[config.mk]
export PLATFORM = sky130hd
export DESIGN_NAME = ral_load_unit
export DESIGN_NICKNAME = d
export VERILOG_FILES = /design/src/rtl/ral_pkg.sv /design/src/rtl/ral_decode.sv /design/src/rtl/ral_load_unit.sv
export VERILOG_INCLUDE_DIRS = /design/src /design/src/rtl
export SDC_FILE = /design/constraint.sdc
export NUM_CORES = 1
export LEC_CHECK = 0
export ABC_CLOCK_PERIOD_IN_PS = 2250
export BUFFER_PORTS_ARGS = -buffer_cell sky130_fd_sc_hd__buf_2
export CORE_MARGIN = 10
export CORE_UTILIZATION = 44
export DETAILED_ROUTE_END_ITERATION = 10
export PLACE_DENSITY = 0.79
export SYNTH_ARGS = -nofsm -noshare
export SYNTH_HDL_FRONTEND = slang
export SYNTH_SLANG_ARGS = --single-unit
[constraint.sdc]
create_clock -name clk_sys -period 2.25 [get_ports clk_sys]
set_clock_uncertainty 0.1 [all_clocks]
set_input_delay 0.225 -clock clk_sys [delete_from_list [all_inputs] [get_ports clk_sys]]
set_output_delay 0.225 -clock clk_sys [all_outputs]
set_load 0.005 [all_outputs]
[src/rtl/ral_defines.svh]
// Purpose: Constants for the register-to-accumulator load group
// Assumes: 10-bit instruction words, 4-bit data path
// Notes:   Included by the package and the design modules
`ifndef RAL_DEFINES_SVH
`define RAL_DEFINES_SVH

`define RAL_NIB_W          4
`define RAL_OP_W           10
`define RAL_NIB_ZERO       4'h0
`define RAL_OP_WAKE_ONE    10'h25a
`define RAL_OP_WAKE_TWO    10'h25b
`define RAL_OP_LCD_CTL     10'h24a
`define RAL_OP_CLOCK_CTL   10'h2d2
`define RAL_OP_PULLUP_ZERO 10'h2d8
`define RAL_OP_MEM_HI      6'h2c
`define RAL_OP_HI_MSB      9
`define RAL_OP_HI_LSB      4
`define RAL_IMM_MSB        3
`define RAL_IMM_LSB        0

`endif

[src/rtl/ral_pkg.sv]
// Purpose: Types for the register-to-accumulator load group
// Assumes: ral_defines.svh gives the widths
// Notes:   Operation codes are internal to the block
`include "ral_defines.svh"

package ral_pkg;
	typedef logic [`RAL_NIB_W-1:0] ral_nib_t;
	typedef logic [`RAL_OP_W-1:0]  ral_word_t;
	typedef enum logic [2:0]
	{
		RAL_NONE        = 3'b000,
		RAL_WAKE_ONE    = 3'b001,
		RAL_WAKE_TWO    = 3'b010,
		RAL_LCD_CTL     = 3'b011,
		RAL_MEM_XOR     = 3'b100,
		RAL_CLOCK_CTL   = 3'b101,
		RAL_PULLUP_ZERO = 3'b110
	} ral_op_e;
endpackage : ral_pkg

[src/rtl/ral_decode.sv]
// Purpose: Opcode recognition for the accumulator load group
// Assumes: Instruction word is stable while valid is high
// Notes:   Purely combinational
`timescale 1ns/1ps
`include "ral_defines.svh"

module ral_decode
(
	input  wire logic               instr_valid,
	input  wire ral_pkg::ral_word_t instr,
	output ral_pkg::ral_op_e        op
);
	import ral_pkg::*;

	always_comb
	begin
		op = RAL_NONE;
		if (instr_valid)
		begin
			if (instr[`RAL_OP_HI_MSB:`RAL_OP_HI_LSB] == `RAL_OP_MEM_HI)
				op = RAL_MEM_XOR;
			else if (instr == `RAL_OP_WAKE_ONE)
				op = RAL_WAKE_ONE;
			else if (instr == `RAL_OP_WAKE_TWO)
				op = RAL_WAKE_TWO;
			else if (instr == `RAL_OP_LCD_CTL)
				op = RAL_LCD_CTL;
			else if (instr == `RAL_OP_CLOCK_CTL)
				op = RAL_CLOCK_CTL;
			else if (instr == `RAL_OP_PULLUP_ZERO)
				op = RAL_PULLUP_ZERO;
		end
	end
endmodule : ral_decode

[src/rtl/ral_load_unit.sv]
// Purpose: Executes loads from control registers and memory into the accumulator
// Assumes: Sources and memory data come from logic on clk_sys; mem_data is M(data_pointer)
// Notes:   Every load takes one cycle; carry and skip are never requested
`timescale 1ns/1ps
`include "ral_defines.svh"

module ral_load_unit
(
	input  wire logic               clk_sys,
	input  wire logic               rst,
	input  wire logic               instr_valid,
	input  wire ral_pkg::ral_word_t instr,
	input  wire ral_pkg::ral_nib_t  wake_ctl_one,
	input  wire ral_pkg::ral_nib_t  wake_ctl_two,
	input  wire ral_pkg::ral_nib_t  lcd_ctl_reg,
	input  wire ral_pkg::ral_nib_t  clock_ctl_reg,
	input  wire ral_pkg::ral_nib_t  pullup_ctl_zero,
	input  wire ral_pkg::ral_nib_t  mem_data,
	output ral_pkg::ral_nib_t       acc,
	output ral_pkg::ral_nib_t       x_reg,
	output logic                    load_done,
	output logic                    carry_we,
	output logic                    skip_req
);
	import ral_pkg::*;

	ral_op_e  op;
	ral_nib_t next_acc;
	ral_nib_t imm;

	// Opcode decoder
	ral_decode u_decode
	(
		.instr_valid (instr_valid),
		.instr       (instr),
		.op          (op)
	);

	assign imm = instr[`RAL_IMM_MSB:`RAL_IMM_LSB];

	// Memory-class opcode test, shared by the checks
	function automatic logic is_mem_word(input ral_word_t w);
		return w[`RAL_OP_HI_MSB:`RAL_OP_HI_LSB] == `RAL_OP_MEM_HI;
	endfunction : is_mem_word

	// Any opcode that this group answers
	function automatic logic is_group_word(input ral_word_t w);
		return is_mem_word(w)
			|| (w == `RAL_OP_WAKE_ONE)
			|| (w == `RAL_OP_WAKE_TWO)
			|| (w == `RAL_OP_LCD_CTL)
			|| (w == `RAL_OP_CLOCK_CTL)
			|| (w == `RAL_OP_PULLUP_ZERO);
	endfunction : is_group_word

	// Next accumulator value
	always_comb
	begin
		next_acc = acc;
		unique case (op)
			RAL_NONE:        next_acc = acc;
			RAL_WAKE_ONE:    next_acc = wake_ctl_one;
			RAL_WAKE_TWO:    next_acc = wake_ctl_two;
			RAL_LCD_CTL:     next_acc = lcd_ctl_reg;
			RAL_MEM_XOR:     next_acc = mem_data;
			RAL_CLOCK_CTL:   next_acc = clock_ctl_reg;
			RAL_PULLUP_ZERO: next_acc = pullup_ctl_zero;
			default:         next_acc = acc;
		endcase
	end

	// Accumulator
	always_ff @(posedge clk_sys)
	begin
		if (rst)
			acc <= `RAL_NIB_ZERO;
		else
			acc <= next_acc;
	end

	// X register
	always_ff @(posedge clk_sys)
	begin
		if (rst)
			x_reg <= `RAL_NIB_ZERO;
		else if (op == RAL_MEM_XOR)
			x_reg <= x_reg ^ imm;
	end

	// Completion and side effects
	always_ff @(posedge clk_sys)
	begin
		if (rst)
		begin
			load_done <= 1'b0;
			carry_we  <= 1'b0;
			skip_req  <= 1'b0;
		end
		else
		begin
			load_done <= (op != RAL_NONE);
			carry_we  <= 1'b0;
			skip_req  <= 1'b0;
		end
	end
endmodule : ral_load_unit

=== After elaboration in Yosys (flattened, before gate mapping) ===
Index checks and enable logic that the tools add are counted.

* Input bits: 37
* Output and inout bits: 11
* Register bits: 9

* Bitwise gates (word level): 1
* Reduce and logical (&&, ||, !) cells: 2
* Muxes and demuxes: 8
* Equality and inequality tests: 12

{| class="wikitable"
|+ Operators by type and width
! cell !! number
|-
| $eq A10 B10 Y1 const B || 5
|-
| $pmux W4 S6 || 1
|-
| $mux W3 || 7
|-
| $eq A3 B3 Y1 const B || 3
|-
| $eq A3 B2 Y1 const B || 2
|-
| $eq A6 B6 Y1 const B || 1
|-
| $reduce_bool A6 Y1 || 1
|-
| $xor A4 B4 Y4 || 1
|-
| $eq A3 B1 Y1 const B || 1
|-
| $reduce_bool A3 Y1 || 1
|}

=== Longest topological paths before layout ===
Gate-level depths: netlist of the first run.

* Depth after elaboration: 10
* Mapped depth: 7
* Gate-level depth less buffers: 5

=== Hierarchy ===
From an unflattened synthesis of the first run, not the netlist that was laid out.

* Cells, all modules: 103
* Area, all modules: 762.0 um^2

{| class="wikitable"
|+ Modules (own cells, without submodules)
! module !! seq. area each (um^2) !! area an instance (um^2) !! instances !! cells an instance
|-
| ral_load_unit || 180.2 || 615.6 || 1 || 85
|-
| ral_decode || 0.0 || 146.4 || 1 || 18
|}

=== Worst setup path before layout of the first run ===
OpenSTA, ideal clock, no wires.

* Path type: input to register
* Start: input port instr[7]
* End: register acc[0]
* Setup time: 140 ps
* Slack: 456 ps
* Stages on the path: 6
* Buffers on the path: 1
* Data arrival time: 1554 ps
* Data required time: 2010 ps
* Cell sequence: buf_4 > nand2b_1 > a211oi_2 > nor3_1 > a22oi_1 > a221oi_2

* Word-level cells in the longest chain between the ends: 10

{| class="wikitable"
|+ Ends and longest elaborated chain
! element !! RTL line !! source
|-
| start: declaration || ral_load_unit.sv:12 || <nowiki>input wire ral_pkg::ral_word_t instr,</nowiki>
|-
| $eq A10 B10 Y1 (no source line) || -- ||
|-
| $mux W3 || ral_decode.sv:30 || <nowiki>else if (instr == `RAL_OP_PULLUP_ZERO)</nowiki>
|-
| $mux W3 || ral_decode.sv:28 || <nowiki>else if (instr == `RAL_OP_CLOCK_CTL)</nowiki>
|-
| $mux W3 || ral_decode.sv:26 || <nowiki>else if (instr == `RAL_OP_LCD_CTL)</nowiki>
|-
| $mux W3 || ral_decode.sv:24 || <nowiki>else if (instr == `RAL_OP_WAKE_TWO)</nowiki>
|-
| $mux W3 || ral_decode.sv:22 || <nowiki>else if (instr == `RAL_OP_WAKE_ONE)</nowiki>
|-
| $mux W3 * || ral_decode.sv:20 || <nowiki>if (instr[`RAL_OP_HI_MSB:`RAL_OP_HI_LSB] == `RAL_OP_MEM_HI)</nowiki>
|-
| $mux W3 * || ral_decode.sv:18 || <nowiki>if (instr_valid)</nowiki>
|-
| $eq A3 B3 Y1, or another cell as far along || ral_load_unit.sv:60 || <nowiki>unique case (op)</nowiki>
|-
| $pmux W4 S6 or $reduce_bool A6 Y1 (tied branches) || -- ||
|-
| end signal: assignment || ral_load_unit.sv:76 || <nowiki>acc <= `RAL_NIB_ZERO;</nowiki>
|-
| end signal: assignment || ral_load_unit.sv:78 || <nowiki>acc <= next_acc;</nowiki>
|-
| end: declaration || ral_load_unit.sv:19 || <nowiki>output ral_pkg::ral_nib_t acc,</nowiki>
|}

Every way passes the cells marked *; elsewhere a longest branch is shown, timed or not.
A chain may end at the register's enable or synchronous reset.

=== Final worst setup path of the first run ===
* Start: input port instr[8]
* End: register acc[0]

Same word-level chain as after synthesis.

==> results of run 1 <==
how the worst max path moves through the flow:
stage / start / endpoint / slack (ps) / depth (start not counted)
global route: instr[1] / acc[1]$_SDFFE_PP0P_ / 440 / 6
detailed placement: instr[8] / acc[0]$_SDFFE_PP0P_ / 290 / 6
CTS: instr[1] / acc[1]$_SDFFE_PP0P_ / 560 / 6
floorplan: instr[7] / acc[0]$_SDFFE_PP0P_ / 460 / 6
global placement: instr[8] / acc[0]$_SDFFE_PP0P_ / 340 / 6
finish: instr[8] / acc[0]$_SDFFE_PP0P_ / 560 / 6
per-stage QoR:
stage	setup WS (ps)	utilization [%]	instances	power, mW	cell area, µm²
6_report	563	59.0	175	0.379	1140
2_1_floorplan	456	-	105	0.212	891
4_1_cts	560	59.0	175	0.382	1140
5_1_grt	436	59.0	175	0.400	1140
3_3_place_gp	340	57.6	171	0.253	1120
3_5_place_dp	287	57.6	171	0.255	1120
layout make-up:
cell class	count	area [µm²]
fillers	193	797
repair buffers	47	240
flip-flops and latches	9	180
well taps	27	33.8
inverters	8	30.0
clock buffers	4	26.3
multi-input cells	80	634
cells in the final DEF, fill, tap and decap left out, drive strengths merged, types with 3 or more instances in the layout:
cell type and n:
xnor2 4, a221oi 3, nor2 9, clkbuf 4, nand2b 3, dfxtp 9
a311oi 3, inv 8, nor4b 4, a21oi 5, a22oi 3, o32ai 3
nand2 4, a31oi 3, mux2i 3, a211oi 3, buf 47
cells by family after synthesis:
kind of cell	after synthesis
other cells	1
flops	9
buf+inv	16
simple gates	37
compound gates	32
xor+xnor	6
mux	3
power by group through the flow:
stage | Sequential, mW | Combinational (mW) | Clock (mW)
4_1_cts | 0.161 | 0.0910 | 0.130
5_1_grt | 0.161 | 0.101 | 0.137
3_5_place_dp | 0.165 | 0.0907 | 0
6_report | 0.161 | 0.0913 | 0.126
2_1_floorplan | 0.165 | 0.0476 | 0
3_3_place_gp | 0.165 | 0.0886 | 0
layer usage:
metal / GRT usage, % / up-vias
met4: 5.08 / 0
met2: 23.3 / 33
met3: 5.67 / 7
met1: 14.4 / 457
li1: - / 481
met5: 0 / -
worst register-to-register path, delay by kind of cell (launching register included):
kind | cells | cell delay (ps)
AOI/OAI and AO/OA | 2 | 470
DFF | 1 | 340
==> impl_metrics.tcl, run 1 <==
set metrics [dict create \
    outcome "completed" \
    slowest_delay_ps 410 \
    n_antenna_cell 0 \
    p_clk_share_pct 33.4 \
    cts_buffers 3 \
    hpwl_um 2370 \
    synth.area.top_cells "dfxtp_1 (20%), nand4bb_4 (6.2%), a221oi_2 (5.1%)" \
    highest_layer "met4" \
    cts_root_buf "clkbuf_4" \
    cpLargestDelayFamily "simple AND/OR/NAND/NOR gates" \
    muxShareOfSynthArea_pct 3.39 \
    hold_path_end "x_reg[2]$_SDFFE_PP0N_" \
    clk_pin_slew_worst_paths_ps 60 \
    rsz0062_at_grt "no" \
    coreArea_um2 1940 \
    io_buffers 45 \
    r2r_cells 2 \
    drtPass1Iterations 4 \
    rr_endpoint "acc[1]$_SDFFE_PP0P_" \
    avgSynthCellArea_um2 8.53 \
    setup_viol_count_final 0 \
    cp.arrival_ps 1720 \
    gp_congestion 0.873 \
    ys_warn_count 0 \
    die_area_um2 4210 \
    ys_ff_latch 9 \
    wl_met2_um 1360 \
    synth_edf_count 0 \
    synthAdderAreaFrac_pct 0 \
    wl_met3_um 213 \
    pwr_density_cell_nw_per_um2 331 \
    worst_path_max_delay_cell "o32ai_1" \
    grt_pass1_wl_um 4710 \
    r2r-start "acc[1]$_SDFFE_PP0P_" \
    cts_hold_buffers 0 \
    worstHoldStart "rst" \
    hold_class "primary input to register" \
    antenna_found_initial 0 \
    die_h_um 64.9 \
    ff2ff_setup_slack_ps 1230 \
    cts_sinks 9 \
    max-vdd-ir-drop_v 0.000386 \
    start_util_pct 45.7 \
    drive_gt1_share_pct 40.5 \
    synth_area_leader_cell "dfxtp_1" \
    cap_violations 0 \
    grt_max_degree 12 \
    seq_area_frac_synth_pct 20.3 \
    synth_top_family_by_area "compound AO/OA/AOI/OAI gates" \
    num_rows 16 \
    comb_power_share_pct 24.1 \
    maxSlewHeadroom_pct 59.1 \
    wl_per_cell_um 16.2 \
    vias 978 \
    hold_depth 2 \
    p_int_mw 0.274 \
    grt_pass1_vias 1050 \
    synth-xor-area-share_pct 5.92 \
    synth_cell_types 41 \
    final_nets 186 \
    hold_viol 0 \
    async_flop_share_pct 0 \
    synth_common_cells "dfxtp_1 (9), nor2_1 (9), inv_1 (8)" \
    post_cts_buffers 0 \
    synth.top_cell.area_share_pct 20.3 \
    leakage_nw 0.454 \
    switchingPower_mw 0.105 \
    slew_violations 0 \
    die_w_um 64.9 \
    cp-end-kind "register" \
    synthSimpleGateAreaFrac_pct 30.5 \
    viasPerCell 5.59 \
    p_sw_share_pct 27.8 \
    cts_tree "built" \
    drcViolationCount 0 \
    fin_hold_ws_ps 178 \
    cp_max_fo 6 \
    wl_um 2840 \
    setup_tns_ps 0 \
    seq_power_share_pct 42.5 \
    finalCritPeriodShare_pct 75.0 \
    path_cells "buf_2 -> and4bb_1 -> nand3_1 -> or2_1 -> o32ai_1 -> a221oi_2" \
    m1WireLength_um 1220 \
    syn2layout_area_growth_pct 29.1 \
    fmax_mhz 593 \
    cts_resized 0 \
    worstSetupPathType "primary input to register" \
    crit_path_start_kind "primary input" \
    worst_slew_pin_slew_ps 612 \
    synthFlopType "dfxtp_1" \
    syn_inst 104 \
    ant_nets 0 \
    gr-usage-all-layers_pct 13.5 \
    drt_iter0_drc 43 \
    ioPinCount 48 \
    htreeDepth 1 \
    layout_min_cycle_time_ps 1690 \
    cts_buffer_depth 2 \
    crit_buf_inv 1 \
    synth_compound_area_share_pct 30.9 \
    required_ps 2280 \
    clk_latency_ps 260 \
    synth_area_um2 887 \
    grt_overflow_total 0 \
]
Power figures use the tool's default switching activity.
==> run 2, diff against run 1 <==
--- a/config.mk
+++ b/config.mk
@@ -6,12 +6,13 @@
 export SDC_FILE = /design/constraint.sdc
 export NUM_CORES = 1
 export LEC_CHECK = 0
-export ABC_CLOCK_PERIOD_IN_PS = 2250
+export ABC_AREA = 1
+export ABC_CLOCK_PERIOD_IN_PS = 1450
 export BUFFER_PORTS_ARGS = -buffer_cell sky130_fd_sc_hd__buf_2
 export CORE_MARGIN = 10
-export CORE_UTILIZATION = 44
+export CORE_UTILIZATION = 39
 export DETAILED_ROUTE_END_ITERATION = 10
-export PLACE_DENSITY = 0.79
+export PLACE_DENSITY = 0.74
 export SYNTH_ARGS = -nofsm -noshare
 export SYNTH_HDL_FRONTEND = slang
 export SYNTH_SLANG_ARGS = --single-unit
==> constraint.sdc (replaced) <==
create_clock -name clk_sys -period 1.45 [get_ports clk_sys]
set_clock_uncertainty 0.1 [all_clocks]
set_input_delay 0.145 -clock clk_sys [delete_from_list [all_inputs] [get_ports clk_sys]]
set_output_delay 0.145 -clock clk_sys [all_outputs]
set_load 0.005 [all_outputs]
==> impl_metrics.tcl, run 2 <==
set metrics [dict create \
    wl_um 2400 \
    wl_per_cell_um 10.6 \
    cp-end-kind "register" \
    syn2layout_area_growth_pct 37.2 \
    outcome "completed" \
    finalCritPeriodShare_pct 89.4 \
    hold_depth 5 \
    rsz0062_at_grt "no" \
    rr_endpoint "x_reg[3]$_SDFFE_PP0N_" \
    cap_violations 0 \
    max-vdd-ir-drop_v 0.000404 \
    crit_path_start_kind "primary input" \
    cp.arrival_ps 1360 \
    cp_max_fo 6 \
    gr-usage-met2_pct 18.8 \
    grt_max_degree 10 \
    clk_pin_slew_worst_paths_ps 60 \
    hpwl_um 2180 \
    setup_viol_count_final 0 \
    drive_gt1_share_pct 41.9 \
    cts_tree "built" \
    seq_area_frac_synth_pct 20.6 \
    grt.busiest_layer "met2" \
    synthMostInstantiatedCell "nand2_1" \
    synth_area_leader_cell "dfxtp_1" \
    cts_hold_buffers 0 \
    ys_warn_count 0 \
    hold_viol 0 \
    die_w_um 67.4 \
    final_core_util_pct 55.3 \
    cts_buffer_depth 2 \
    coreArea_um2 2170 \
    clk_latency_ps 260 \
    antenna_found_initial 0 \
    synth.top_cell.area_share_pct 20.6 \
    grt.met3_usage_pct 3.64 \
    hold_class "primary input to register" \
    synth_edf_count 0 \
    die_area_um2 4540 \
    drcViolationCount 0 \
    setup_tns_ps 0 \
    ant_nets 0 \
    drtPass1Iterations 4 \
    ioPinCount 48 \
    n_antenna_cell 0 \
    start_util_pct 40.3 \
    synth_cell_types 21 \
    slew_violations 0 \
    synth_common_cells "nand2_1 (45), nor2_1 (21), inv_1 (17)" \
    hold_path_end "acc[0]$_SDFFE_PP0P_" \
    required_ps 1510 \
    num_rows 17 \
    synthFlopType "dfxtp_1" \
    fillers 234 \
    cts_sinks 9 \
    layout_min_cycle_time_ps 1300 \
    r2r_cells 3 \
    io_buffers 45 \
    drt_iter0_drc 14 \
    grt_pass1_vias 1033 \
    async_flop_share_pct 0 \
    grt_overflow_total 0 \
    worstSetupPathType "primary input to register" \
    gr-usage-all-layers_pct 10.3 \
    vias 1039 \
    viasPerCell 4.60 \
    avgSynthCellArea_um2 5.99 \
    htreeDepth 1 \
    cts_buffers 3 \
    final_nets 236 \
    grt_use_met1_pct 10.9 \
    cts_root_buf "clkbuf_4" \
    synth_area_um2 875 \
    die_h_um 67.4 \
    worstHoldStart "wake_ctl_one[0]" \
    r2r-start "x_reg[3]$_SDFFE_PP0N_" \
    gp_congestion 0.778 \
    final_cell_mix "nand2_1 (45), buf_2 (45), nor2_1 (20)" \
    fmax_mhz 771 \
    ff2ff_setup_slack_ps 570 \
    syn_inst 146 \
    leakage_nw 0.706 \
    synth.area.top_cells "dfxtp_1 (21%), nand2_1 (19%), nor2_1 (9.0%)" \
    ys_ff_latch 9 \
    grt_pass1_wl_um 3910 \
    pwr_density_cell_nw_per_um2 463 \
]
## run 2: cell count changes in the layout (fill, tap and decap cells not counted), sizes merged, moves of 4 or more
cell | previous run | this run
nand2 | 4 | 49
nand3 | 1 | 13
inv | 8 | 23
nand4 | 1 | 8
xnor2 | 4 | 0
o21ai | 0 | 5
nor4b | 4 | 0
nor2 | 9 | 27
a21oi | 5 | 0
## run 2: how the worst max path moves through the flow
stage / start / slack, ps / endpoint / depth (start not counted)
floorplan: instr[2] / 140 / x_reg[0]$_SDFFE_PP0N_ / 10
global placement: instr[0] / -120 / acc[2]$_SDFFE_PP0P_ / 13
detailed placement: instr[3] / -140 / acc[2]$_SDFFE_PP0P_ / 10
CTS: instr[3] / 130 / acc[2]$_SDFFE_PP0P_ / 10
global route: instr[2] / 10 / acc[1]$_SDFFE_PP0P_ / 13
finish: instr[5] / 150 / acc[2]$_SDFFE_PP0P_ / 13
## run 2: area by class of cell
| type | count | area [µm²] | area share (%) |
|---|---|---|---|
| Tap cell | 28 | 35.0 | 2.92 |
| Timing Repair Buffer | 50 | 263 | 21.9 |
| Clock buffer | 4 | 26.3 | 2.19 |
| Sequential cell | 9 | 180 | 15.0 |
| Inverter | 23 | 88.8 | 7.40 |
| Multi-Input combinational cell | 112 | 607 | 50.6 |
## run 2: through the flow
| stage | std cells | total power, mW | area [µm²] | worst slack (ps) | hold WS (ps) |
|---|---|---|---|---|---|
| after floorplan | 147 | 0.302 | 878 | 136 | 256 |
| after global placement | 222 | 0.366 | 1160 | -116 | 356 |
| after detailed placement | 222 | 0.369 | 1160 | -140 | 355 |
| after CTS | 226 | 0.562 | 1180 | 130 | 81.6 |
| after global routing | 226 | 0.593 | 1200 | 10.4 | 95.9 |
| final | 226 | 0.555 | 1200 | 153 | 87.9 |
## run 2: repair_timing
| item | in CTS | in global routing |
|---|---|---|
| setup buffers | 0 | 0 |
| setup endpoints to repair | 0 | 4 |
| hold endpoints to repair | 0 | 0 |
| gates resized for setup | 0 | 5 |
## run 2: cell families after synthesis
kind of cell / after synthesis / synth area share, %
and+or+nand+nor: 105 / 63.8
buffers and inverters: 26 / 12.3
DFF: 9 / 20.6
AOI/OAI and AO/OA: 5 / 2.86
other: 1 / 0.429
## run 2: layer usage
layer	part of all wire, %	up-vias
li1	-	559
met1	39	453
met2	54	25
met3	7.4	2
met4	0.29	0
met5	0	-
## run 2: worst max-delay path, stage by stage
cell     delay, ps
buf_2          100
inv_2           40
nand2_1         70
nor2_2         150
nand3_1        130
nand3_1        130
nand2_2        120
nand4_1        110
nand2_1         60
nor2_1         110
nand4_1         80
nand2_1         70
inv_1           30
## run 2: report_power, final
part           total (mW)  switching, mW  internal (mW)  leakage [nW]
registers           0.250       0.000983          0.249        0.0725
clock network       0.191         0.0851          0.106        0.0150
logic               0.114         0.0584         0.0555         0.619
